--- src/rtl/sensor_monitor_consts.svh ---
// offsets, field positions, reset values and timing counts of the sensor monitor
// assumes inclusion by bare name from the configuration module, the clock divider and the bench
`ifndef SENSOR_MONITOR_CONSTS_SVH
`define SENSOR_MONITOR_CONSTS_SVH
// register indices and reset values; byte address is four times the index
`define IDX_CTRL      10'h1E2
`define IDX_OFFSET    10'h1E7
`define IDX_SELECT    10'h1E8
`define IDX_SEQ       10'h1E9
`define IDX_READBACK  10'h1EA
`define RST_CTRL      16'h0025
`define RST_OFFSET    16'h0012
`define RST_SELECT    16'h0920
`define RST_SEQ       16'h036D
// control register fields
`define F_OFS_SEL     15
`define F_HIST_CLR    6
`define F_DISCARD     5
`define F_AVERAGE     4
`define F_CLKD_HI     3
`define F_CLKD_LO     2
`define F_FORCE       1
`define F_HOLD        0
// offset register fields
`define F_OFSV_HI     15
`define F_OFSV_LO     8
// select register fields
`define F_BYP_REL     15
`define F_RDSEL_HI    14
`define F_RDSEL_LO    12
`define F_NDEC_HI     11
`define F_NDEC_LO     9
`define F_GDEC_HI     8
`define F_GDEC_LO     6
`define F_DDEC_HI     5
`define F_DDEC_LO     3
`define F_BYPSEL_HI   2
`define F_BYPSEL_LO   0
// sequencer register field
`define F_BYPASS      14
// symbol counts and last sensor code
`define DISCARD_FEW   4'h3
`define DISCARD_MANY  4'h6
`define AVERAGE_FEW   4'h3
`define AVERAGE_MANY  4'h5
`define SENSOR_LAST   3'h4
// device and converter clock rates in kHz and half periods in clock cycles
`define PCLK_KHZ      25000
`define ADC_KHZ_FAST  12500
`define ADC_KHZ_MID   6250
`define ADC_KHZ_SLOW  3125
`define ADC_HALF_FAST (`PCLK_KHZ / (2 * `ADC_KHZ_FAST))
`define ADC_HALF_MID  (`PCLK_KHZ / (2 * `ADC_KHZ_MID))
`define ADC_HALF_SLOW (`PCLK_KHZ / (2 * `ADC_KHZ_SLOW))
`endif

--- src/rtl/sensor_monitor_pkg.sv ---
// types shared by the sensor monitor modules
// assumes the constants header sits beside it
package sensor_monitor_pkg;
	typedef enum logic [1:0] {
		ST_IDLE,
		ST_DC_CAL,
		ST_GAIN_CAL,
		ST_RUN
	} mon_state_e;
	typedef logic [2:0] sensor_t;
endpackage

--- src/rtl/sensor_monitor_config.sv ---
// sensor monitor configuration registers and measurement sequencer
// assumes an apb master on pclk and a converter delivering one word per adc_valid
//
// Our own choice: the APB slave port.
`timescale 1ns/1ps
`default_nettype none
`include "sensor_monitor_consts.svh"
// Functional notes
// - offset source is calibration logic when select is 0, programmed when 1
// - programmed 8-bit offset in bits 15..8 applies only while select is 1
// - history clear bit erases history, holds until software writes 0
// - discard 3 symbols after enable when bit is 0, 6 when 1; resets to 1
// - average 3 symbols when bit is 0, 5 when 1
// - converter clock 12.5, 6.25, 3.125, 3.125 MHz by code; resets to 1
// - force bit enables monitors at once
// - without force, monitors enable only after media-side link is up
// - monitor reset bit holds monitors in reset; it resets to 1
// - readback select: 0..4 supplies and temperature, 5..7 reserved
// - normal decimation factor field, reset value 4
// - gain calibration decimation factor field, reset value 4
// - offset calibration decimation factor field, reset value 4
// - with sequencer bypassed, monitor the bypass-selected sensor only
// - with sequencer bypassed, sensor held in reset unless release bit is 1
// - bypass bit 0 lets sequencer run sensors, 1 gives software control
// - read-only 16-bit readback register shows selected sensor data
module sensor_monitor_config
	import sensor_monitor_pkg::*;
#(
	parameter int DATA_W = 16
) (
	input  wire logic              pclk,          // device clock, 25 MHz
	input  wire logic              presetn,       // async reset, active low
	input  wire logic              psel,          // apb select
	input  wire logic              penable,       // apb access phase
	input  wire logic              pwrite,        // apb write
	input  wire logic [11:0]       paddr,         // apb byte address
	input  wire logic [31:0]       pwdata,        // apb write data
	output logic      [31:0]       prdata,        // apb read data
	output logic                   pready,        // apb ready
	output logic                   pslverr,       // apb error, unmapped
	input  wire logic              link_up,       // media-side link is up
	input  wire logic              adc_valid,     // converter word strobe
	input  wire logic [DATA_W-1:0] adc_data,      // converter word
	output logic                   adc_clk,       // converter clock
	output logic      [2:0]        sensor_sel,    // sensor being measured
	output logic                   sensor_reset   // sensor held in reset
);
	logic [15:0]       ctrl_ff;
	logic [15:0]       ofs_ff;
	logic [15:0]       sel_ff;
	logic [15:0]       seq_ff;
	logic [31:0]       prdata_ff;
	logic              pready_ff;
	logic              pslverr_ff;
	mon_state_e        state_ff;
	mon_state_e        nxt_state;
	sensor_t           sensor_ff;
	logic              sensor_reset_ff;
	logic              discarding_ff;
	logic [3:0]        sym_cnt_ff;
	logic [2:0]        dec_cnt_ff;
	logic [DATA_W+2:0] acc_ff;
	logic [DATA_W-1:0] cal_offset_ff;
	logic              store_ff;
	logic [DATA_W-1:0] store_data_ff;
	sensor_t           store_addr_ff;
	logic [DATA_W-1:0] readback;
	logic              enabled;
	logic              bypass;
	logic [2:0]        dec_field;
	logic [2:0]        dec_last;
	logic              sym_tick;
	logic [3:0]        discard_n;
	logic [3:0]        average_n;
	logic [DATA_W+2:0] acc_sum;
	logic [DATA_W-1:0] avg_value;
	logic [DATA_W-1:0] offset_applied;
	logic              avg_done;
	logic              acc_write;
	logic              acc_read;
	logic [9:0]        widx;

	// which register index an address selects; any other is unmapped
	function automatic logic mapped(input logic [9:0] idx);
		mapped = idx == `IDX_CTRL || idx == `IDX_OFFSET || idx == `IDX_SELECT
			|| idx == `IDX_SEQ || idx == `IDX_READBACK;
	endfunction

	function automatic logic [DATA_W-1:0] mean(input logic [DATA_W+2:0] s,
		input logic five);
		mean = five ? DATA_W'(s / 5) : DATA_W'(s / 3);
	endfunction

	assign widx      = paddr[11:2];
	assign acc_write = psel && penable && pready_ff && pwrite;
	assign acc_read  = psel && !penable;
	assign bypass    = seq_ff[`F_BYPASS];
	assign enabled   = !ctrl_ff[`F_HOLD] && (ctrl_ff[`F_FORCE] || link_up);
	assign discard_n = ctrl_ff[`F_DISCARD] ? `DISCARD_MANY : `DISCARD_FEW;
	assign average_n = ctrl_ff[`F_AVERAGE] ? `AVERAGE_MANY : `AVERAGE_FEW;

	// bits without a function here are stored only
	always_ff @(posedge pclk or negedge presetn) begin
		if (!presetn) begin
			ctrl_ff <= `RST_CTRL;
			ofs_ff  <= `RST_OFFSET;
			sel_ff  <= `RST_SELECT;
			seq_ff  <= `RST_SEQ;
		end else if (acc_write) begin
			case (widx)
				`IDX_CTRL:   ctrl_ff <= pwdata[15:0];
				`IDX_OFFSET: ofs_ff  <= pwdata[15:0];
				`IDX_SELECT: sel_ff  <= pwdata[15:0];
				`IDX_SEQ:    seq_ff  <= pwdata[15:0];
				default:     ;
			endcase
		end
	end

	// answers in the access phase after a one-cycle setup
	always_ff @(posedge pclk or negedge presetn) begin
		if (!presetn) begin
			pready_ff  <= 1'b0;
			pslverr_ff <= 1'b0;
			prdata_ff  <= 32'h0000_0000;
		end else begin
			pready_ff  <= acc_read;
			pslverr_ff <= acc_read && !mapped(widx);
			if (acc_read && !pwrite) begin
				case (widx)
					`IDX_CTRL:     prdata_ff <= {16'h0000, ctrl_ff};
					`IDX_OFFSET:   prdata_ff <= {16'h0000, ofs_ff};
					`IDX_SELECT:   prdata_ff <= {16'h0000, sel_ff};
					`IDX_SEQ:      prdata_ff <= {16'h0000, seq_ff};
					`IDX_READBACK: prdata_ff <= (sel_ff[`F_RDSEL_HI:`F_RDSEL_LO] > `SENSOR_LAST)
						? 32'h0000_0000 : 32'(readback);
					default:       prdata_ff <= 32'h0000_0000;
				endcase
			end
		end
	end

	assign prdata  = prdata_ff;
	assign pready  = pready_ff;
	assign pslverr = pslverr_ff;

	always_comb begin
		case (state_ff)
			ST_DC_CAL:   dec_field = sel_ff[`F_DDEC_HI:`F_DDEC_LO];
			ST_GAIN_CAL: dec_field = sel_ff[`F_GDEC_HI:`F_GDEC_LO];
			default:     dec_field = sel_ff[`F_NDEC_HI:`F_NDEC_LO];
		endcase
	end

	// a factor of zero passes every word
	assign dec_last = (dec_field == 3'h0) ? 3'h0 : dec_field - 3'h1;
	assign sym_tick = adc_valid && !sensor_reset_ff && state_ff != ST_IDLE
		&& dec_cnt_ff >= dec_last;
	assign acc_sum  = acc_ff + (DATA_W+3)'(adc_data);
	assign avg_value = mean(acc_sum, ctrl_ff[`F_AVERAGE]);
	assign avg_done = sym_tick && !discarding_ff && sym_cnt_ff + 4'h1 >= average_n;
	assign offset_applied = ctrl_ff[`F_OFS_SEL]
		? DATA_W'($signed(ofs_ff[`F_OFSV_HI:`F_OFSV_LO]))
		: cal_offset_ff;

	always_comb begin
		nxt_state = state_ff;
		if (!enabled) begin
			nxt_state = ST_IDLE;
		end else begin
			case (state_ff)
				ST_IDLE:     nxt_state = bypass ? ST_RUN : ST_DC_CAL;
				ST_DC_CAL:   nxt_state = avg_done ? ST_GAIN_CAL : ST_DC_CAL;
				ST_GAIN_CAL: nxt_state = avg_done ? ST_RUN : ST_GAIN_CAL;
				ST_RUN:      nxt_state = ST_RUN;
				default:     nxt_state = ST_IDLE;
			endcase
		end
	end

	always_ff @(posedge pclk or negedge presetn) begin
		if (!presetn) begin
			state_ff <= ST_IDLE;
		end else begin
			state_ff <= nxt_state;
		end
	end

	// raw words counted toward one decimated symbol
	always_ff @(posedge pclk or negedge presetn) begin
		if (!presetn) begin
			dec_cnt_ff <= 3'h0;
		end else if (state_ff == ST_IDLE || sensor_reset_ff || sym_tick) begin
			dec_cnt_ff <= 3'h0;
		end else if (adc_valid) begin
			dec_cnt_ff <= dec_cnt_ff + 3'h1;
		end
	end

	// discard after each enable of a sensor, then average
	always_ff @(posedge pclk or negedge presetn) begin
		if (!presetn) begin
			discarding_ff <= 1'b1;
			sym_cnt_ff    <= 4'h0;
			acc_ff        <= '0;
		end else if (state_ff == ST_IDLE || sensor_reset_ff || avg_done) begin
			discarding_ff <= 1'b1;
			sym_cnt_ff    <= 4'h0;
			acc_ff        <= '0;
		end else if (sym_tick && discarding_ff) begin
			if (sym_cnt_ff + 4'h1 >= discard_n) begin
				discarding_ff <= 1'b0;
				sym_cnt_ff    <= 4'h0;
			end else begin
				sym_cnt_ff <= sym_cnt_ff + 4'h1;
			end
		end else if (sym_tick) begin
			sym_cnt_ff <= sym_cnt_ff + 4'h1;
			acc_ff     <= acc_sum;
		end
	end

	// the offset calibration cancels the level it measures
	always_ff @(posedge pclk or negedge presetn) begin
		if (!presetn) begin
			cal_offset_ff <= '0;
		end else if (avg_done && state_ff == ST_DC_CAL) begin
			cal_offset_ff <= DATA_W'(-avg_value);
		end
	end

	// history is frozen while the clear bit stands
	always_ff @(posedge pclk or negedge presetn) begin
		if (!presetn) begin
			store_ff      <= 1'b0;
			store_data_ff <= '0;
			store_addr_ff <= 3'h0;
		end else begin
			store_ff      <= avg_done && state_ff == ST_RUN && !ctrl_ff[`F_HIST_CLR];
			store_data_ff <= avg_value + offset_applied;
			store_addr_ff <= sensor_ff;
		end
	end

	always_ff @(posedge pclk or negedge presetn) begin
		if (!presetn) begin
			sensor_ff <= 3'h0;
		end else if (bypass) begin
			sensor_ff <= sel_ff[`F_BYPSEL_HI:`F_BYPSEL_LO];
		end else if (state_ff != ST_RUN) begin
			sensor_ff <= 3'h0;
		end else if (avg_done) begin
			sensor_ff <= (sensor_ff >= `SENSOR_LAST) ? 3'h0 : sensor_ff + 3'h1;
		end
	end

	always_ff @(posedge pclk or negedge presetn) begin
		if (!presetn) begin
			sensor_reset_ff <= 1'b1;
		end else if (!enabled) begin
			sensor_reset_ff <= 1'b1;
		end else if (bypass) begin
			sensor_reset_ff <= !sel_ff[`F_BYP_REL];
		end else begin
			sensor_reset_ff <= 1'b0;
		end
	end

	assign sensor_sel   = sensor_ff;
	assign sensor_reset = sensor_reset_ff;

	result_mem #(
		.DW (DATA_W),
		.AW (3)
	) u_result_mem (
		.clk        (pclk),
		.rstn       (presetn),
		.wr_en      (store_ff),
		.wr_addr    (store_addr_ff),
		.wr_data    (store_data_ff),
		.clr        (ctrl_ff[`F_HIST_CLR]),
		.rd_addr    (sel_ff[`F_RDSEL_HI:`F_RDSEL_LO]),
		.rd_data_ff (readback)
	);

	adc_clock_divider u_adc_clock_divider (
		.clk        (pclk),
		.rstn       (presetn),
		.rate_code  (ctrl_ff[`F_CLKD_HI:`F_CLKD_LO]),
		.adc_clk_ff (adc_clk)
	);

	AST_HOLD_RESET: assert property (@(posedge pclk) disable iff (!presetn)
		ctrl_ff[`F_HOLD] |=> sensor_reset && state_ff == ST_IDLE)
		else $error("monitors not held in reset");
	AST_NO_LINK: assert property (@(posedge pclk) disable iff (!presetn)
		!ctrl_ff[`F_FORCE] && !link_up |=> state_ff == ST_IDLE && sensor_reset)
		else $error("monitors ran without link or force");
	AST_FORCE: assert property (@(posedge pclk) disable iff (!presetn)
		ctrl_ff[`F_FORCE] && !ctrl_ff[`F_HOLD] && state_ff == ST_IDLE |=> state_ff != ST_IDLE)
		else $error("force did not start monitors");
	AST_BYPASS_SEL: assert property (@(posedge pclk) disable iff (!presetn)
		bypass |=> sensor_sel == $past(sel_ff[`F_BYPSEL_HI:`F_BYPSEL_LO]))
		else $error("bypass sensor not selected");
	AST_BYPASS_REL: assert property (@(posedge pclk) disable iff (!presetn)
		bypass && enabled |=> sensor_reset == !$past(sel_ff[`F_BYP_REL]))
		else $error("bypass release not followed");
	AST_HIST: assert property (@(posedge pclk) disable iff (!presetn)
		ctrl_ff[`F_HIST_CLR] [*3] |=> readback == '0)
		else $error("history not erased");
	AST_OFFSET: assert property (@(posedge pclk) disable iff (!presetn)
		avg_done && state_ff == ST_RUN && ctrl_ff[`F_OFS_SEL] && !ctrl_ff[`F_HIST_CLR]
		|=> store_ff && store_data_ff ==
		$past(avg_value) + DATA_W'($signed($past(ofs_ff[`F_OFSV_HI:`F_OFSV_LO]))))
		else $error("programmed offset not applied");
	AST_APB_ERR: assert property (@(posedge pclk) disable iff (!presetn)
		psel && !penable && !mapped(widx) |=> pready && pslverr)
		else $error("unmapped access not refused");
	// calibration, counts, history and bus order
	AST_CAL_OFFSET: assert property (@(posedge pclk) disable iff (!presetn)
		avg_done && !ctrl_ff[`F_OFS_SEL]
		|=> store_data_ff == $past(avg_value) + $past(cal_offset_ff))
		else $error("calibration offset not applied");
	AST_DISCARD: assert property (@(posedge pclk) disable iff (!presetn)
		sym_tick && discarding_ff && sym_cnt_ff >= (ctrl_ff[`F_DISCARD] ? 4'h5 : 4'h2)
		|=> !discarding_ff)
		else $error("discard count not kept");
	AST_AVERAGE: assert property (@(posedge pclk) disable iff (!presetn)
		sym_tick && !discarding_ff && sym_cnt_ff == (ctrl_ff[`F_AVERAGE] ? 4'h4 : 4'h2) |-> avg_done)
		else $error("average count not kept");
	AST_RESERVED_RB: assert property (@(posedge pclk) disable iff (!presetn)
		psel && !penable && !pwrite && widx == `IDX_READBACK
		&& sel_ff[`F_RDSEL_HI:`F_RDSEL_LO] > `SENSOR_LAST |=> prdata == 32'h0000_0000)
		else $error("reserved readback code not zero");
	AST_HIST_HOLD: assert property (@(posedge pclk) disable iff (!presetn)
		ctrl_ff[`F_HIST_CLR] && !(acc_write && widx == `IDX_CTRL) |=> ctrl_ff[`F_HIST_CLR])
		else $error("history clear bit changed by itself");
	AST_HIST_NO_STORE: assert property (@(posedge pclk) disable iff (!presetn)
		ctrl_ff[`F_HIST_CLR] |=> !store_ff)
		else $error("result stored while history clear stands");
	AST_SEQ_CAL: assert property (@(posedge pclk) disable iff (!presetn)
		state_ff == ST_RUN && $past(state_ff) == ST_IDLE |-> $past(bypass))
		else $error("sequencer skipped calibration");
	AST_APB_READY: assert property (@(posedge pclk) disable iff (!presetn)
		pready |-> $past(psel && !penable))
		else $error("ready without setup");
endmodule
`default_nettype wire

--- src/rtl/adc_clock_divider.sv ---
// divides pclk down to the sensor converter clock
// assumes pclk at 25 MHz and a two-bit rate code
`timescale 1ns/1ps
`default_nettype none
`include "sensor_monitor_consts.svh"
module adc_clock_divider (
	input  wire logic       clk,        // device clock
	input  wire logic       rstn,       // async reset, active low
	input  wire logic [1:0] rate_code,  // converter clock code
	output logic            adc_clk_ff  // converter clock
);
	logic [2:0] cnt_ff;
	logic [2:0] half;

	always_comb begin
		case (rate_code)
			2'h0:    half = 3'(`ADC_HALF_FAST);
			2'h1:    half = 3'(`ADC_HALF_MID);
			default: half = 3'(`ADC_HALF_SLOW);
		endcase
	end

	always_ff @(posedge clk or negedge rstn) begin
		if (!rstn) begin
			cnt_ff     <= 3'h0;
			adc_clk_ff <= 1'b0;
		end else if (cnt_ff + 3'h1 >= half) begin
			cnt_ff     <= 3'h0;
			adc_clk_ff <= ~adc_clk_ff;
		end else begin
			cnt_ff <= cnt_ff + 3'h1;
		end
	end

	AST_CLK_FAST: assert property (@(posedge clk) disable iff (!rstn)
		(rate_code == 2'h0) [*2] |-> adc_clk_ff != $past(adc_clk_ff))
		else $error("converter clock not at half pclk for code 0");
	AST_CLK_SLOW: assert property (@(posedge clk) disable iff (!rstn)
		(rate_code == 2'h3) [*8] |-> adc_clk_ff != $past(adc_clk_ff, 4))
		else $error("converter clock stalled for code 3");
endmodule
`default_nettype wire

--- src/rtl/result_mem.sv ---
// per-sensor history of logged results with a registered read port
// assumes one write and one read a cycle; clear empties every entry not written in the same cycle
`timescale 1ns/1ps
`default_nettype none
module result_mem #(
	parameter int DW = 16,
	parameter int AW = 3
) (
	input  wire logic          clk,        // device clock
	input  wire logic          rstn,       // async reset, active low
	input  wire logic          wr_en,      // store a result
	input  wire logic [AW-1:0] wr_addr,    // sensor written
	input  wire logic [DW-1:0] wr_data,    // result value
	input  wire logic          clr,        // erase all history
	input  wire logic [AW-1:0] rd_addr,    // sensor read
	output logic      [DW-1:0] rd_data_ff  // read value, zero if empty
);
	logic [DW-1:0]    mem_ff [2**AW];
	logic [2**AW-1:0] valid_ff;

	always_ff @(posedge clk) begin
		if (wr_en) begin
			mem_ff[wr_addr] <= wr_data;
		end
	end

	// a store in the clearing cycle survives
	always_ff @(posedge clk or negedge rstn) begin
		if (!rstn) begin
			valid_ff <= '0;
		end else begin
			for (int i = 0; i < 2**AW; i++) begin
				if (wr_en && wr_addr == AW'(i)) begin
					valid_ff[i] <= 1'b1;
				end else if (clr) begin
					valid_ff[i] <= 1'b0;
				end
			end
		end
	end

	always_ff @(posedge clk or negedge rstn) begin
		if (!rstn) begin
			rd_data_ff <= '0;
		end else begin
			rd_data_ff <= valid_ff[rd_addr] ? mem_ff[rd_addr] : '0;
		end
	end
endmodule
`default_nettype wire

--- config.mk ---
export PLATFORM = sky130hd
export DESIGN_NAME = sensor_monitor_config
export DESIGN_NICKNAME = d
export VERILOG_FILES = /design/src/rtl/sensor_monitor_pkg.sv /design/src/rtl/sensor_monitor_config.sv /design/src/rtl/adc_clock_divider.sv /design/src/rtl/result_mem.sv
export VERILOG_INCLUDE_DIRS = /design/src /design/src/rtl
export SDC_FILE = /design/constraint.sdc
export NUM_CORES = 1
export LEC_CHECK = 0
export BUFFER_PORTS_ARGS = -buffer_cell sky130_fd_sc_hd__buf_2
export CAP_MARGIN = 20
export CORE_AREA = 2 2 184 231
export DETAILED_ROUTE_END_ITERATION = 8
export DIE_AREA = 0 0 186 233
export PLACE_DENSITY_LB_ADDON = 0.1
export SLEW_MARGIN = 20
export SYNTH_ARGS = -nofsm -noshare
export SYNTH_HDL_FRONTEND = slang
export SYNTH_HIERARCHICAL = 1
export SYNTH_SLANG_ARGS = --single-unit
--- constraint.sdc ---
create_clock -name pclk -period 56.6 [get_ports pclk]
set_clock_uncertainty 0.2 [all_clocks]
set_input_delay 11.32 -clock pclk [delete_from_list [all_inputs] [get_ports pclk]]
set_output_delay 11.32 -clock pclk [all_outputs]
set_load 0.02 [all_outputs]
Word level (Yosys, flattened, before mapping)
Memories as Yosys holds them, arrays and structs flattened.
Cells that the tools add are included.
W data, S select, Z words.
{ "word_totals": {"reg_bits": 195, "latchBits": 0, "ramBits": 128, "mem_bits_ro": 0, "elab_cells": 178, "mem_count": 1} }
{ "memory_table": {"columns": ["memory", "depth", "word_bits", "rd", "rd_ports_with_merged_regs", "write_ports", "line_no", "source"], "rows": [
  ["u_result_mem.mem_ff", 8, 16, 1, 0, 1, "result_mem.sv:18", "logic [DW-1:0] mem_ff [2**AW];"]
]} }
{ "op_classes": {"n_addsub": 8, "multipliers": 0, "n_div": 2, "magnitude_cmp": 7, "n_eq_ne": 18, "shift": 0, "muxes": 47, "bitwise_logic": 1, "n_reduce_logical": 65} }
{ "ops": {"columns": ["op", "count"], "rows": [
  ["$pmux W16 S5", 1],
  ["$mux W16", 4],
  ["$mux W19", 3],
  ["$eq A10 B9 Y1 const B", 5],
  ["$div A19 B2 Y32 const B", 1],
  ["$div A19 B3 Y32 const B", 1],
  ["$mux W3", 10],
  ["$reduce_bool A2 Y1", 13],
  ["$logic_and A1 B1 Y1", 24],
  ["$add A19 B16 Y19", 1],
  ["$mux W1", 18],
  ["$add A16 B16 Y16", 1],
  ["$mux W4", 4],
  ["$neg A16 Y16", 1],
  ["$eq A3 B3 Y1 const B", 4],
  ["$pmux W3 S2", 2],
  ["$reduce_and A2 Y1", 6],
  ["$add A3 B1 Y3 const B", 3],
  ["$ge A4 B3 Y1", 2],
  ["$logic_not A1 Y1", 8],
  ["$logic_or A1 B1 Y1", 8],
  ["$pmux W2 S4", 1],
  ["$eq A3 B2 Y1 const B", 2],
  ["$ge A3 B3 Y1", 2],
  ["other kinds (15)", 23]
]} }

Logic depth before layout (Yosys ltp)
{ "depth": {"ltp_word": 11, "depth_mapped": 181} }

Hierarchy
Netlist, hierarchy kept.
{ "by_module_without_submodules": {"columns": ["mod", "n_inst", "cells_per_inst", "area_per_inst_um2", "seq_area_each_um2"], "rows": [
  ["sensor_monitor_config", 1, 1672, 14411.3, 3799.9],
  ["result_mem", 1, 252, 5631.7, 4444.3],
  ["adc_clock_divider", 1, 21, 220.2, 100.1]
]} }

Worst setup path before layout
Ideal clock, no wire load.
{ "synth_path": {"path_kind": "input to register", "startpoint": "input port adc_data[0]", "endpoint": "register store_data_ff[14]", "arrival_time_ps": 47949, "required_time_ps": 56320, "slack_ps": 8371, "cell_stages": 171, "path_buffers": 8, "cell_sequence": "ha_1 -> fa_1 -> nand3_1 -> a211o_1 -> a31o_2 -> a21oi_2 -> xnor2_1 -> inv_1 -> ha_1 -> nor2b_1 -> o21ai_0 -> a2bb2oi_1 -> o21ai_0 -> nor3_1 -> a21oi_1 -> a21oi_1 -> ha_1 -> and3_1 -> (+135 left out) -> o21ai_2 -> nor4_2 -> inv_1 -> ha_1 -> fa_1 -> a21o_1 -> a21oi_1 -> o21bai_1 -> a21oi_1 -> o21bai_1 -> a21oi_1 -> o21bai_1 -> a21oi_1 -> o21bai_1 -> a21oi_1 -> o21bai_1 -> a21oi_1 -> xnor2_1"} }
{ "synth_via": {"elab_chain_len": 4, "word_cells_on_any_way": 5} }
{ "synth_rtl": {"columns": ["item", "line_no", "source"], "rows": [
  ["start: declaration", "sensor_monitor_config.sv:43", "input wire logic [DATA_W-1:0] adc_data,"],
  ["$add A19 B16 Y19 (*)", "sensor_monitor_config.sv:159", "assign acc_sum = acc_ff + (DATA_W+3)'(adc_data);"],
  ["$div A19 B2 Y32 or $div A19 B3 Y32 (tied branches)", "sensor_monitor_config.sv:91", "mean = five ? DATA_W'(s / 5) : DATA_W'(s / 3);"],
  ["$mux W16 (*)", "sensor_monitor_config.sv:91", null],
  ["named net avg_value[0]", "sensor_monitor_config.sv:76", "logic [DATA_W-1:0] avg_value;"],
  ["$add A16 B16 Y16 (*)", "sensor_monitor_config.sv:240", "store_data_ff <= avg_value + offset_applied;"],
  ["end signal: assignment", "sensor_monitor_config.sv:240", null],
  ["end: declaration", "sensor_monitor_config.sv:65", "logic [DATA_W-1:0] store_data_ff;"]
]} }
Mark *: on every way through the listed nets, which the timed path passes. The rest lies on a longest branch.
A chain may end at the register's enable or synchronous reset.

Final worst setup path
Same ends and word-level chain as after synthesis.

==> impl_metrics.yaml <==
floorplanning:
  coreArea_um2: 41000
  start_util_pct: 49.4
  dieArea_um2: 43300
  die_w_um: 186
  io_pins: 106
  fp-row-count: 83
  die_h_um: 233
global_routing:
  antenna_found_initial: 0
  grtUsageTotal_pct: 24.8
  grt_max_degree: 72
  overflow: 0
  grt_pass1_wl_um: 84400
  grt_pass1_vias: 15800
timing:
  setup_viol: 0
  grt_setup_unrepaired: "false"
  relSlewSlack_pct: 34.7
  fin_tns_setup_ps: 0
  max_clock_freq_ghz: 0.0187
  holdWs_ps: 266
  period_share_pct: 94.4
  period_needed_ps: 53410
  slew_viol_final: 0
  hold_violations: 0
  tightestPinTransition_ps: 972
critical_path:
  max_stage_delay_ps: 580
  crit_family: "simple AND/OR/NAND/NOR gates"
  worstSetupPathType: "primary input to register"
  startpoint_type: "primary input"
  crit_slowest_cell: "or3b_2"
  ff2ff_setup_slack_ps: 13770
  path_common_cell: "ha_1"
  end_kind: "register"
  cp.arrival_ps: 53650
  required_ps: 56840
  critPathBufInv: 15
  crit_fanout: 15
synth:
  synthesis.area_um2: 20300
  ys_warn_count: 6
  yosysSeqAreaShare_pct: 41.2
  ys_types: 119
  syn_area_per_cell_um2: 10.4
  synth-async-reset-ratio_pct: 58.3
  synth_edf_count: 128
  syn_inst: 1945
  yosys_register_bits: 307
  synthFlopType: "dfrtp_1"
power_and_ir_drop:
  cellPowerDensity_nw_per_um2: 64.4
  p_leak_nw: 9.20
  peakVddDrop_v: 0.0000590
drt:
  drc: 0
  routed_wl_um: 53500
  wire_per_inst_um: 20.6
  ant_nets: 0
  drt_iter0_markers: 972
  drt-vias-per-instance: 6.08
  vias: 15800
  dr.pass1.iters: 5
status:
  status: "finished clean"
cts:
  worstSkewPairLatency_ps: 520
  htree_levels: 2
  cts_buffer_depth: 3
  tritoncts: "done"
  path_clk_slew_ps: 60
  clk_root_buffer_cell: "clkbuf_16"
  clock-sinks: 307
  numCtsBuffers: 34
final_layout:
  area_delta_synth_final_pct: 10.6
  drive_above_1_share_pct: 19.1
  antenna_cells: 0
  fin_nets: 2182
  stdcell_count: 2601
run:
  maxCapViolCount: 0
placement:
  place.gp.congestion: 0.897
  dp.cells: 2535
  dpl.hpwl_um: 39300
  port_buffers: 71
worst_hold_path:
  hp-class: "register to register"
## Yosys cell counts (all sizes together), types with 17 or more instances
cell | count | area [um^2]
a21o | 38 | 293
a21oi | 92 | 468
a22oi | 24 | 185
a31oi | 31 | 215
and2 | 22 | 140
and3 | 23 | 144
buf | 41 | 258
clkbuf | 36 | 135
dfrtp | 162 | 4050
dfstp | 17 | 447
edfxtp | 128 | 3840
ha | 89 | 1110
inv | 79 | 297
mux2 | 87 | 987
mux2i | 42 | 462
mux4 | 34 | 766
nand2 | 139 | 522
nand3 | 42 | 220
nand4 | 25 | 163
nor2 | 141 | 542
nor2b | 20 | 125
nor3 | 64 | 352
nor4 | 20 | 195
o211ai | 19 | 143
o21ai | 105 | 541
o21bai | 18 | 135
o31ai | 20 | 169
or2 | 19 | 119
xnor2 | 74 | 663
xor2 | 39 | 342
## sequential cells by signal (all words and copies together) (netlist names), 4 cells and up
signal                   flops
u_result_mem/valid_ff        8
ofs_ff                      16
seq_ff                      16
u_result_mem/mem_ff        128
ctrl_ff                     16
prdata                      16
u_result_mem/rd_data_ff     16
cal_offset_ff               16
store_data_ff               16
acc_ff                      19
sel_ff                      16
sym_cnt_ff                   4
## kinds of logic (layout without fill, tap and decap cells)
family,count (synthesis),count (layout),synth area share [%]
AO/OA/AOI/OAI,519,519,18.3
XOR/XNOR,113,113,4.96
adder cells (fa/ha/maj),93,93,5.84
buffers and inverters,156,245,3.40
flip-flops,307,307,41.2
multiplexers,163,163,10.9
other,1,16,0.0185
AND/OR/NAND/NOR,593,593,15.4
## report_power, final
part / switching (mW) / total (mW) / leakage, nW / internal [mW]
Sequential: 0.00713 / 0.252 / 3.53 / 0.244
Combinational: 0.631 / 0.973 / 5.12 / 0.342
Clock: 0.0934 / 0.218 / 0.545 / 0.125
Total: 0.732 / 1.44 / 9.20 / 0.711
## what timing repair did
| item | in CTS | in global routing |
|---|---|---|
| hold buffers | 0 | 0 |
| setup buffers | 0 | 4 |
| gates resized for setup | 0 | 10 |
| setup endpoints to repair | 0 | 16 |
## cells in the final DEF (no fill, tap or decap), types with 13 or more instances in the layout
cell type / netlist / routed
a21o_1: 37 / 37
a21oi_1: 90 / 90
a222oi_1: 16 / 16
a22o_1: 16 / 16
a22oi_1: 23 / 23
a31oi_1: 29 / 29
and2_1: 17 / 17
and3_1: 23 / 23
buf_2: 17 / 70
buf_4: 18 / 33
clkbuf_16: 0 / 34
conb_1: 1 / 16
dfrtp_1: 162 / 161
dfstp_2: 17 / 17
edfxtp_1: 128 / 128
ha_1: 89 / 89
inv_1: 72 / 72
mux2_2: 85 / 85
mux2i_1: 38 / 38
mux4_2: 34 / 34
nand2_1: 139 / 139
nand2b_1: 16 / 16
nand3_1: 40 / 40
nand4_1: 24 / 24
nor2_1: 138 / 137
nor2b_1: 20 / 20
nor3_1: 59 / 53
nor4_1: 13 / 13
o211ai_1: 19 / 19
o21a_1: 15 / 15
o21ai_0: 87 / 87
o21ai_1: 14 / 14
o21bai_1: 18 / 18
o31ai_1: 18 / 17
or2_2: 17 / 17
or3_1: 15 / 15
xnor2_1: 72 / 72
xor2_1: 39 / 39
## worst paths after layout
path,start,endpoint,cells after the start
min reg2reg,u_adc_clock_divider/adc_clk_ff,u_adc_clock_divider/adc_clk_ff,1
max in group asynchronous,presetn,sensor_sel[1],3
min,u_adc_clock_divider/adc_clk_ff,u_adc_clock_divider/adc_clk_ff,1
max reg2reg,acc_ff[0],store_data_ff[14],171
min in group asynchronous,presetn,store_data_ff[13],1
max,adc_data[0],store_data_ff[14],172
## metal layers
layer | global-route usage, % | up-vias | share of wire [%]
li1 | - | 7532 | -
met1 | 30.3 | 7875 | 42
met2 | 46.3 | 321 | 53
met3 | 1.97 | 75 | 3.2
met4 | 6.96 | 0 | 2.3
met5 | 0 | - | 0
## cell type report
| class | count | area (um^2) |
|---|---|---|
| fill | 3670 | 18600 |
| multi-input combinational | 1497 | 11400 |
| sequential | 307 | 8350 |
| clock buffer | 42 | 901 |
| tap | 552 | 691 |
| timing repair buffer | 104 | 612 |
| inverter | 79 | 297 |
| clock inverter | 20 | 194 |
## through the flow
step	power [mW]	setup slack (ps)	area, um^2	util, %
3_5_place_dp	1.20	1330	21200	51.8
4_1_cts	1.42	1690	22300	54.4
5_1_grt	1.56	33.7	22400	54.6
2_1_floorplan	0.988	8370	20300	-
6_report	1.44	3190	22400	54.6
3_3_place_gp	1.19	1660	21200	51.8
Power figures use the tool's default switching activity.
